`src/design/pfg_pkg.sv`:
```
// Package for the packet FEC frame generator: frame geometry, FEC header
// fields, field arithmetic and the code generator polynomial.
// Assumes a byte stream from a packet multiplexer, one clock domain.
package pfg_pkg;

   // ------------------------------------------------------------------
   // Frame geometry
   // ------------------------------------------------------------------
   localparam int ROWS        = 12;
   localparam int DATA_COLS   = 188;
   localparam int PAR_COLS    = 16;
   localparam int SHORT_ZEROS = 51;
   localparam int FEC_PKTS    = 9;
   localparam int FEC_PKT_LEN = 24;
   localparam int FEC_HDR_LEN = 2;
   localparam int FIFO_DEPTH  = 16;

   // ------------------------------------------------------------------
   // FEC packet header fields
   // ------------------------------------------------------------------
   localparam logic [1:0] FEC_LEN_CODE = 2'h0;
   localparam logic [9:0] FEC_ADDR     = 10'h3fe;

   // ------------------------------------------------------------------
   // Field arithmetic
   // ------------------------------------------------------------------
   localparam logic [7:0] FIELD_POLY = 8'h1d;
   localparam logic [7:0] ALPHA      = 8'h02;

   typedef enum logic [1:0] {PFG_DATA = 2'h0, PFG_FEC = 2'h1} pfg_state_t;

   function automatic logic [7:0] gf_mul(input logic [7:0] a, input logic [7:0] b);
      logic [7:0] p;
      logic [7:0] aa;
      p  = 8'h00;
      aa = a;
      for (int i = 0; i < 8; i++)
      begin
         if (b[i])
            p = p ^ aa;
         aa = aa[7] ? ({aa[6:0], 1'b0} ^ FIELD_POLY) : {aa[6:0], 1'b0};
      end
      return p;
   endfunction

   // Coefficients g0..g16 of the product of (x + alpha^i), i = 0..15
   function automatic logic [135:0] gen_poly();
      logic [135:0] g;
      logic [7:0]   a;
      g = 136'h1;
      a = 8'h01;
      for (int i = 0; i < PAR_COLS; i++)
      begin
         for (int j = PAR_COLS; j > 0; j--)
            g[8*j +: 8] = g[8*(j-1) +: 8] ^ gf_mul(a, g[8*j +: 8]);
         g[7:0] = gf_mul(a, g[7:0]);
         a = gf_mul(a, ALPHA);
      end
      return g;
   endfunction

endpackage

```
`src/design/pfg_frame_gen.sv`:
```
// Packet FEC frame generator: forwards a set of packets, accumulates
// row parity of a 12 x 188 table, then emits nine 24-byte FEC packets.
// Assumes upstream delivers exactly one table of bytes per set.
//
// Summary of operation
// - Forward packets unchanged, then nine FEC packets
// - Next set starts right after ninth FEC
// - Parity covers every byte, any address
// - Frame is 12 rows, 188 data, 16 parity
// - Bytes fill table down rows, then columns
// - Rows coded RS(204,188), roots alpha^0..15
// - Leading shortening zeros leave encoder state zero
// - First parity byte goes to parity column 1
// - 192 parity bytes in nine following packets
// - FEC header: length code 00, 22 parity bytes
// - FEC counter runs 0 to 8
// - FEC address is 1111111110
// - Header bits match ordinary packet header positions
// - Parity sent down rows, then columns
// - Last six bytes of ninth packet zero

`timescale 1ns/1ps

// ----------------------------------------------------------------------
// Byte FIFO
// ----------------------------------------------------------------------
module pfg_fifo
#(
   parameter int WIDTH = 8,
   parameter int DEPTH = 16
)
(
   // Clock and reset
   input  wire logic             clk_sys,
   input  wire logic             rst,
   // Fill side
   input  wire logic [WIDTH-1:0] wr_data,
   input  wire logic             wr_valid,
   output logic                  wr_ready,
   // Drain side
   output logic      [WIDTH-1:0] rd_data,
   output logic                  rd_valid,
   input  wire logic             rd_ready
);
   localparam int AW = $clog2(DEPTH);

   logic [WIDTH-1:0] mem [DEPTH];
   logic [AW-1:0]    wr_ptr;
   logic [AW-1:0]    rd_ptr;
   logic [AW:0]      count;
   logic [AW:0]      next_count;
   logic             push;
   logic             pop;

   assign push     = wr_valid && wr_ready;
   assign pop      = rd_valid && rd_ready;
   assign rd_valid = (count != '0);
   assign rd_data  = mem[rd_ptr];

   always_comb
   begin
      next_count = count;
      if (push && !pop)
         next_count = count + 1'b1;
      else if (pop && !push)
         next_count = count - 1'b1;
   end

   always_ff @(posedge clk_sys)
   begin
      if (push)
         mem[wr_ptr] <= wr_data;
   end

   always_ff @(posedge clk_sys)
   begin
      if (rst)
      begin
         wr_ptr   <= '0;
         rd_ptr   <= '0;
         count    <= '0;
         wr_ready <= 1'b0;
      end
      else
      begin
         if (push)
            wr_ptr <= (wr_ptr == AW'(DEPTH - 1)) ? '0 : wr_ptr + 1'b1;
         if (pop)
            rd_ptr <= (rd_ptr == AW'(DEPTH - 1)) ? '0 : rd_ptr + 1'b1;
         count    <= next_count;
         // Registered ready looks one count ahead
         wr_ready <= (next_count != (AW + 1)'(DEPTH));
      end
   end
endmodule

// ----------------------------------------------------------------------
// Frame generator
// ----------------------------------------------------------------------
module pfg_frame_gen
#(
   parameter int FIFO_DEPTH = pfg_pkg::FIFO_DEPTH
)
(
   // Clock and reset
   input  wire logic       clk_sys,
   input  wire logic       rst,
   // Packet bytes from multiplexer
   input  wire logic [7:0] in_data,
   input  wire logic       in_valid,
   output logic            in_ready,
   // Frame bytes out
   output logic      [7:0] out_data,
   output logic            out_valid,
   input  wire logic       out_ready,
   output logic            out_fec
);
   localparam logic [135:0] GEN = pfg_pkg::gen_poly();

   pfg_pkg::pfg_state_t state;
   logic [7:0]   f_data;
   logic         f_valid;
   logic         f_ready;
   logic         adv;
   logic         take;
   logic         fec_step;
   logic         last_in;
   logic         last_fec;
   logic [3:0]   row;
   logic [7:0]   col;
   logic [127:0] par [pfg_pkg::ROWS];
   logic [7:0]   fb;
   logic [127:0] fb_vec;
   logic [127:0] next_par;
   logic [3:0]   pkt;
   logic [4:0]   fbyte;
   logic [3:0]   prow;
   logic [4:0]   pcol;
   logic [6:0]   pbit;
   logic [7:0]   fec_byte;

   // ------------------------------------------------------------------
   // Input buffer
   // ------------------------------------------------------------------
   pfg_fifo
   #(
      .WIDTH (8),
      .DEPTH (FIFO_DEPTH)
   )
   u_fifo
   (
      .clk_sys  (clk_sys),
      .rst      (rst),
      .wr_data  (in_data),
      .wr_valid (in_valid),
      .wr_ready (in_ready),
      .rd_data  (f_data),
      .rd_valid (f_valid),
      .rd_ready (f_ready)
   );

   // ------------------------------------------------------------------
   // Flow control
   // ------------------------------------------------------------------
   // Output register is free when empty or being taken
   assign adv      = !out_valid || out_ready;
   assign f_ready  = (state == pfg_pkg::PFG_DATA) && adv;
   assign take     = f_ready && f_valid;
   assign fec_step = (state == pfg_pkg::PFG_FEC) && adv;
   assign last_in  = (row == 4'(pfg_pkg::ROWS - 1)) &&
                     (col == 8'(pfg_pkg::DATA_COLS - 1));
   assign last_fec = (pkt == 4'(pfg_pkg::FEC_PKTS - 1)) &&
                     (fbyte == 5'(pfg_pkg::FEC_PKT_LEN - 1));

   // ------------------------------------------------------------------
   // Set sequencing
   // ------------------------------------------------------------------
   always_ff @(posedge clk_sys)
   begin
      if (rst)
         state <= pfg_pkg::PFG_DATA;
      else
      begin
         case (state)
            pfg_pkg::PFG_DATA:
            begin
               if (take && last_in)
                  state <= pfg_pkg::PFG_FEC;
            end
            pfg_pkg::PFG_FEC:
            begin
               if (fec_step && last_fec)
                  // First byte of the next set follows the last pad byte
                  state <= pfg_pkg::PFG_DATA;
            end
            default:
               state <= pfg_pkg::PFG_DATA;
         endcase
      end
   end

   // ------------------------------------------------------------------
   // Table position
   // ------------------------------------------------------------------
   always_ff @(posedge clk_sys)
   begin
      if (rst)
      begin
         row <= 4'h0;
         col <= 8'h00;
      end
      else if (take)
      begin
         if (row == 4'(pfg_pkg::ROWS - 1))
         begin
            row <= 4'h0;
            col <= last_in ? 8'h00 : col + 8'h01;
         end
         else
            row <= row + 4'h1;
      end
   end

   // ------------------------------------------------------------------
   // Row parity accumulation
   // ------------------------------------------------------------------
   // Encoder state starts at zero; leading shortening zeros keep it there
   assign fb = f_data ^ par[row][127:120];

   genvar gi;
   generate
      for (gi = 0; gi < pfg_pkg::PAR_COLS; gi++)
      begin : g_tap
         assign fb_vec[8*gi +: 8] = pfg_pkg::gf_mul(fb, GEN[8*gi +: 8]);
      end
   endgenerate

   assign next_par = {par[row][119:0], 8'h00} ^ fb_vec;

   always_ff @(posedge clk_sys)
   begin
      // Cleared as the last pad byte loads, ready for the next set
      if (rst || (fec_step && last_fec))
      begin
         for (int r = 0; r < pfg_pkg::ROWS; r++)
            par[r] <= '0;
      end
      else if (take)
         par[row] <= next_par;
   end

   // ------------------------------------------------------------------
   // FEC packet position
   // ------------------------------------------------------------------
   always_ff @(posedge clk_sys)
   begin
      if (rst)
      begin
         pkt   <= 4'h0;
         fbyte <= 5'h00;
         prow  <= 4'h0;
         pcol  <= 5'h00;
      end
      else if (fec_step)
      begin
         if (fbyte == 5'(pfg_pkg::FEC_PKT_LEN - 1))
         begin
            fbyte <= 5'h00;
            pkt   <= last_fec ? 4'h0 : pkt + 4'h1;
         end
         else
            fbyte <= fbyte + 5'h01;
         if (last_fec)
         begin
            prow <= 4'h0;
            pcol <= 5'h00;
         end
         // Pointer parks at column 16 once all parity is out
         else if (fbyte >= 5'(pfg_pkg::FEC_HDR_LEN) && pcol != 5'(pfg_pkg::PAR_COLS))
         begin
            if (prow == 4'(pfg_pkg::ROWS - 1))
            begin
               prow <= 4'h0;
               pcol <= pcol + 5'h01;
            end
            else
               prow <= prow + 4'h1;
         end
      end
   end

   // ------------------------------------------------------------------
   // FEC byte selection
   // ------------------------------------------------------------------
   // Parity column 1 is the highest encoder stage
   assign pbit = 7'd120 - {pcol[3:0], 3'b000};

   always_comb
   begin
      if (fbyte == 5'h00)
         fec_byte = {pfg_pkg::FEC_LEN_CODE, pkt, pfg_pkg::FEC_ADDR[9:8]};
      else if (fbyte == 5'h01)
         fec_byte = pfg_pkg::FEC_ADDR[7:0];
      else if (pcol == 5'(pfg_pkg::PAR_COLS))
         fec_byte = 8'h00;
      else
         fec_byte = par[prow][pbit +: 8];
   end

   // ------------------------------------------------------------------
   // Output register
   // ------------------------------------------------------------------
   always_ff @(posedge clk_sys)
   begin
      if (rst)
      begin
         out_data  <= 8'h00;
         out_valid <= 1'b0;
         out_fec   <= 1'b0;
      end
      else if (take)
      begin
         out_data  <= f_data;
         out_valid <= 1'b1;
         out_fec   <= 1'b0;
      end
      else if (fec_step)
      begin
         out_data  <= fec_byte;
         out_valid <= 1'b1;
         out_fec   <= 1'b1;
      end
      else if (adv)
         out_valid <= 1'b0;
   end
endmodule

```
`config.mk`:
```
export PLATFORM = sky130hd
export DESIGN_NAME = pfg_frame_gen
export DESIGN_NICKNAME = d
export VERILOG_FILES = /design/src/design/pfg_pkg.sv /design/src/design/pfg_frame_gen.sv
export SDC_FILE = /design/constraint.sdc
export NUM_CORES = 2
export LEC_CHECK = 0
export BUFFER_PORTS_ARGS = -buffer_cell sky130_fd_sc_hd__buf_2
export CORE_MARGIN = 2
export CORE_UTILIZATION = 30
export DETAILED_ROUTE_END_ITERATION = 10
export PLACE_DENSITY = 0.4
export SLEW_MARGIN = 20
export SYNTH_ARGS = -nofsm -noshare
export SYNTH_HDL_FRONTEND = slang
export SYNTH_SLANG_ARGS = --single-unit
```
`constraint.sdc`:
```
create_clock -name clk_sys -period 30.5 [get_ports clk_sys]
set_clock_uncertainty 0.2 [all_clocks]
set_input_delay 3.05 -clock clk_sys [delete_from_list [all_inputs] [get_ports clk_sys]]
set_output_delay 3.05 -clock clk_sys [all_outputs]
set_load 0.05 [all_outputs]
```
=== Word level (Yosys, flattened, before mapping) ===
Memory sizes are Yosys's and may differ from the RTL's. A register that Yosys moved wholly into a read port is not among the register bits.
Index checks and enable logic that the tools add are counted.

* Flip-flop bits (word level): 56
* RAM bits: 1664
* Bits of input ports: 12
* Output and inout port bits: 11
* Word-level logic and storage cells: 161
* Memories kept: 2

{| class="wikitable"
|+ Memory list
! name !! words !! width !! rd ports !! clocked after memory_dff !! wr ports !! RTL line !! source
|-
| par || 12 || 128 || 2 || 2 || 12 || pfg_frame_gen.sv:131 || <nowiki>logic [127:0] par [pfg_pkg::ROWS];</nowiki>
|-
| u_fifo.mem || 16 || 8 || 1 || 1 || 1 || pfg_frame_gen.sv:47 || <nowiki>logic [WIDTH-1:0] mem [DEPTH];</nowiki>
|}

* $add $sub $neg: 11
* Order comparisons: 1
* Equality and inequality tests: 14
* Shifts and indexed selects: 1
* Multiplexer cells: 48
* Bitwise logic cells: 40
* Reductions and logical operators: 30

{| class="wikitable"
|+ Operators by type and width
! operator !! count
|-
| $xor 8x8->8 || 32
|-
| $mux 128 || 1
|-
| $reduce_or 128->1 || 1
|-
| $shiftx 128x8->8 || 1
|-
| $xor 128x128->128 || 1
|-
| $mux 5 || 13
|-
| $mux 4 || 14
|-
| $mux 8 || 6
|-
| $not 4->4 || 7
|-
| $add 4x1->4 const B || 5
|-
| $eq 4x4->1 const B || 5
|-
| $add 5x1->5 const B || 3
|-
| $logic_and 1x1->1 || 11
|-
| $mux 1 || 11
|-
| $eq 5x5->1 const B || 2
|-
| $ne 5x5->1 const B || 2
|-
| $add 8x1->8 const B || 1
|-
| $eq 8x8->1 const B || 1
|-
| $reduce_and 2->1 || 4
|-
| $sub 7x7->7 const A || 1
|-
| $reduce_bool 2->1 || 3
|-
| $eq 5x1->1 const B || 1
|-
| $ge 5x2->1 const B || 1
|-
| $logic_not 5->1 || 1
|-
| 12 further kinds || 17
|}

=== Depth between registers and ports, before layout ===
* Depth after elaboration: 18
* Depth in mapped cells: 15
* Mapped depth without buffers: 10

=== Hierarchy ===
Synthesis repeated with hierarchy kept, for this count alone.

* Cell total of the unflattened synthesis: 6699
* Area, all modules: 111777.2 µm²

{| class="wikitable"
|+ Modules (own cells, without submodules)
! module !! times used !! cells an instance !! area an instance (µm²) !! sequential area each (µm²)
|-
| pfg_frame_gen || 1 || 6406 || 106010.4 || 62479.9
|-
| pfg_fifo || 1 || 293 || 5766.8 || 4204.0
|}

=== Worst setup path before layout ===
No wires, ideal clock.

* Kind: in2reg
* Start: in out_ready
* End: mem par[15][0] (enable)
* Library setup time: 0.772 ns
* Arrival: 12.851 ns
* Required time: 29.528 ns
* Path slack: 16.677 ns
* Stages on the path: 7
* Buffers on the path: 2
* Cells stage by stage: nor2b_1 -> nand2b_1 -> clkbuf_1 -> nor2_1 -> or2_2 -> clkbuf_1 -> nor3_1

{| class="wikitable"
|+ RTL lines
! element !! RTL line !! source
|-
| start, declared || pfg_frame_gen.sv:115 || <nowiki>input wire logic out_ready,</nowiki>
|-
| end, declared || pfg_frame_gen.sv:131 ||
|}

==> key figures <==
STA
  – Slew Limit Headroom: 0.165
  – Fin Setup TNS: 0 ps
  – Max Fclk: 114 MHz
  – Slew @ Worst Pin: 1240 ps
  – Final min period: 8770 ps
  – Max-slew violation count: 0
  – Endpoints failing setup: 0
  – Final worst-path cycle share: 0.288
  – Hold Fails Final Rpt: 0
  – Unrepaired setup endpoints after global routing: no

Critical path
  – CP Max Fanout: 40
  – Startpoint Class: primary input
  – Critical path data arrival time: 9090 ps
  – FF-to-FF setup slack: 22620 ps
  – FF-to-FF End: par[12][102]
  – Max incr delay on CP: 920 ps
  – R2R depth: 12
  – Critical Path Most Common Cell: buf_4
  – Worst Setup End Kind: flop
  – CP cell instances: buf_2 > nor2b_1 > nand2b_1 > nor2_1 > nor2_2 > buf_4 > and3_1 > nand2_4 > nand2_4 > buf_4 > buf_4 > buf_4
  – WS Path Type: primary input to flop
  – CP max-delay cell: buf_4
  – CP Data Required Time: 30810 ps

Logic synthesis
  – Yosys cell types: 61
  – Ys flop type: edfxtp_1
  – Top cell type's share of synthesized area: 0.588
  – Yosys top cell by area: edfxtp_1
  – Post-Syn Area: 0.111 mm^2
  – Sequential share of the synthesized area: 0.601
  – Post-Synthesis Cells: 6667
  – Number of synthesized flops with an enable pin: 2176
  – Avg Cell Area, Syn: 16.7 um^2
  – Mapped Nets: 6701
  – Synth area leaders: edfxtp_1 (59%), mux4_2 (26%), nor2_1 (5.4%)
  – Synth warn: 0
  – Asr flop ratio synth: 0
  – Yosys reg bits: 2243

Clock tree
  – Hold_buf cts: 0
  – Reg clk slew, reported paths: 60 ps
  – Root Buffer: clkbuf_16
  – Post-CTS resize count: 0
  – Postcts setup bufs: 0
  – CTS max path bufs: 4
  – TritonCTS Buffers: 277
  – H-tree Lvls: 5
  – TritonCTS clock tree: built
  – Worst skew pair latency: 910 ps
  – Number of clock sinks: 2243

Hold path
  – Hold Crit Class: flop to flop
  – Hold path depth: 2
  – Worst hold endpoint: col[5]
  – Hold Startpoint: col[5]

Cells and area
  – Multi-input logic area: 0.0421 mm^2
  – Share of cells above drive strength 1: 0.308
  – Final #Nets: 6613
  – Fin util: 0.343
  – Fillers: 34.8k
  – Area delta synth->final: 13.8%
  – FF/Latch Area: 0.0667 mm^2

Flow run
  – Max-Cap Viols: 0

Outcome
  – Status: complete, but fails checks
  – Violated checks: DRC

GRT
  – First-pass GRT wire length: 574 mm
  – Initial antenna violation count: 13
  – GRT Util Overall: 0.220
  – Remaining global-route overflow: 0
  – Largest net degree at the start of global routing: 106
  – Number of global-route vias before repair: 67.0k

Floorplanning
  – Core area: 0.369 mm^2
  – Chip width: 612 um
  – Die H: 612 um
  – Initial Utilization: 0.301
  – Rows: 223
  – DIE AREA: 0.375 mm^2
  – I/O pin count: 23

Route
  – Post-DRT Antenna Nets: 0
  – Total number of vias: 64.8k
  – Drt first pass iters: 9
  – Vias per std cell: 5.51
  – Final wirelength: 415 mm
  – Post-route DRC: 2
  – Initial drt markers: 6806
  – Drt wl/cell: 35.3 um

Place
  – Routability Congestion: 0.760
  – DP Wirelength: 232 mm
  – Buffers on Ports: 22
-- worst max-delay path: cells and delay by family --
family / cells / cell delay [ps]
buffers and inverters: 5 / 2960
AND/OR/NAND/NOR: 7 / 2860
-- sequential cells by signal, summed over array words and instances (netlist names), named ones only --
register and flops:
pcol 5, fbyte 5, row 4, u_fifo.rd_ptr 4, col 8, par 2048
u_fifo.mem 128, u_fifo.wr_ptr 4, out_data 8, state 1, out_valid 1, u_fifo.wr_ready 1
prow 4, out_fec 1, u_fifo.count 5, pkt 4
-- cells in the final DEF (no fill, tap or decap), types with 29 or more instances in the layout --
| cell | synthesis | layout |
|---|---|---|
| edfxtp_1 | 2176 | 2176 |
| nor2_1 | 1600 | 1599 |
| mux4_2 | 1281 | 1281 |
| clkbuf_16 | 0 | 288 |
| buf_4 | 10 | 226 |
| inv_1 | 137 | 136 |
| xnor2_1 | 149 | 101 |
| mux2i_1 | 75 | 73 |
| a21oi_1 | 66 | 66 |
| a22oi_1 | 61 | 61 |
| dfxtp_1 | 67 | 57 |
| clkinv_1 | 2 | 56 |
| clkinv_2 | 0 | 56 |
| clkbuf_1 | 414 | 55 |
| xnor2_2 | 9 | 53 |
| xor2_1 | 74 | 46 |
| nand2_1 | 63 | 42 |
| nor2b_1 | 35 | 32 |
| xor2_2 | 5 | 29 |
-- synth_stat cells, drive strengths merged (18+ instances only) --
library cell and instances:
a211oi 23, a21oi 66, a22oi 61, and2 18, buf 220, clkbuf 414, dfxtp 67, edfxtp 2176
ha 22, inv 141, mux2i 76, mux4 1281, nand2 65, nand3 20, nor2 1600, nor2b 35
nor3 25, xnor2 164, xnor3 18, xor2 82
-- final cells by class --
| cell class | instances | area share |
|---|---|---|
| Timing Repair Buffer | 267 | 0.0172 |
| Multi-Input combinational cell | 3647 | 0.333 |
| Clock buffer | 349 | 0.0593 |
| Clock inverter | 145 | 0.00933 |
| Tap cell | 4950 | 0.0490 |
| Inverter | 143 | 0.00426 |
| Antenna cell | 2 | 0.0000396 |
| Sequential cell | 2243 | 0.528 |
-- stage by stage --
stage | area [um^2] | hold slack [ps] | worst slack, ps | cells
global route | 126000 | 326 | 21500 | 11700
detailed placement | 117000 | 298 | 20760 | 11300
CTS | 126000 | 306 | 21710 | 11700
finish | 126000 | 308 | 21730 | 11700
global placement | 117000 | 292 | 20750 | 11200
floorplan | 111000 | 258 | 16680 | 6667
-- routing by layer --
layer / track usage / vias up / routed length [um]
li1: - / 26000 / -
met1: 0.308 / 36100 / 182000
met2: 0.360 / 2293 / 200000
met3: 0.0346 / 445 / 24100
met4: 0.0477 / 2 / 8930
met5: 0 / - / 310
-- kinds of logic (layout without fill, tap and decap cells) --
kind of cell | Yosys count | count (layout) | synth area share
xor gates and xnor gates | 267 | 267 | 0.0262
and+or+nand+nor | 1805 | 1805 | 0.0639
muxes | 1360 | 1360 | 0.267
AOI/OAI and AO/OA | 193 | 193 | 0.0115
buffers and inverters | 777 | 904 | 0.0284
other | 0 | 2 | 0
adders and majority gates | 22 | 22 | 0.00248
DFF | 2243 | 2243 | 0.601
-- worst max path at each step --
| stage | startpoint | to | slack, ps | depth (start not counted) |
|---|---|---|---|---|
| floorplan | out_ready | par[15][0] | 16680 | 7 |
| global placement | out_ready | par[9][95] | 20750 | 12 |
| detailed placement | out_ready | par[9][79] | 20760 | 12 |
| CTS | out_ready | par[9][88] | 21710 | 12 |
| global route | out_ready | par[9][79] | 21500 | 12 |
| finish | out_ready | par[9][95] | 21730 | 12 |
Power is left out: the tool's default activity adds up to more than one toggle a clock period on the data nets, which glitch-free logic cannot reach.
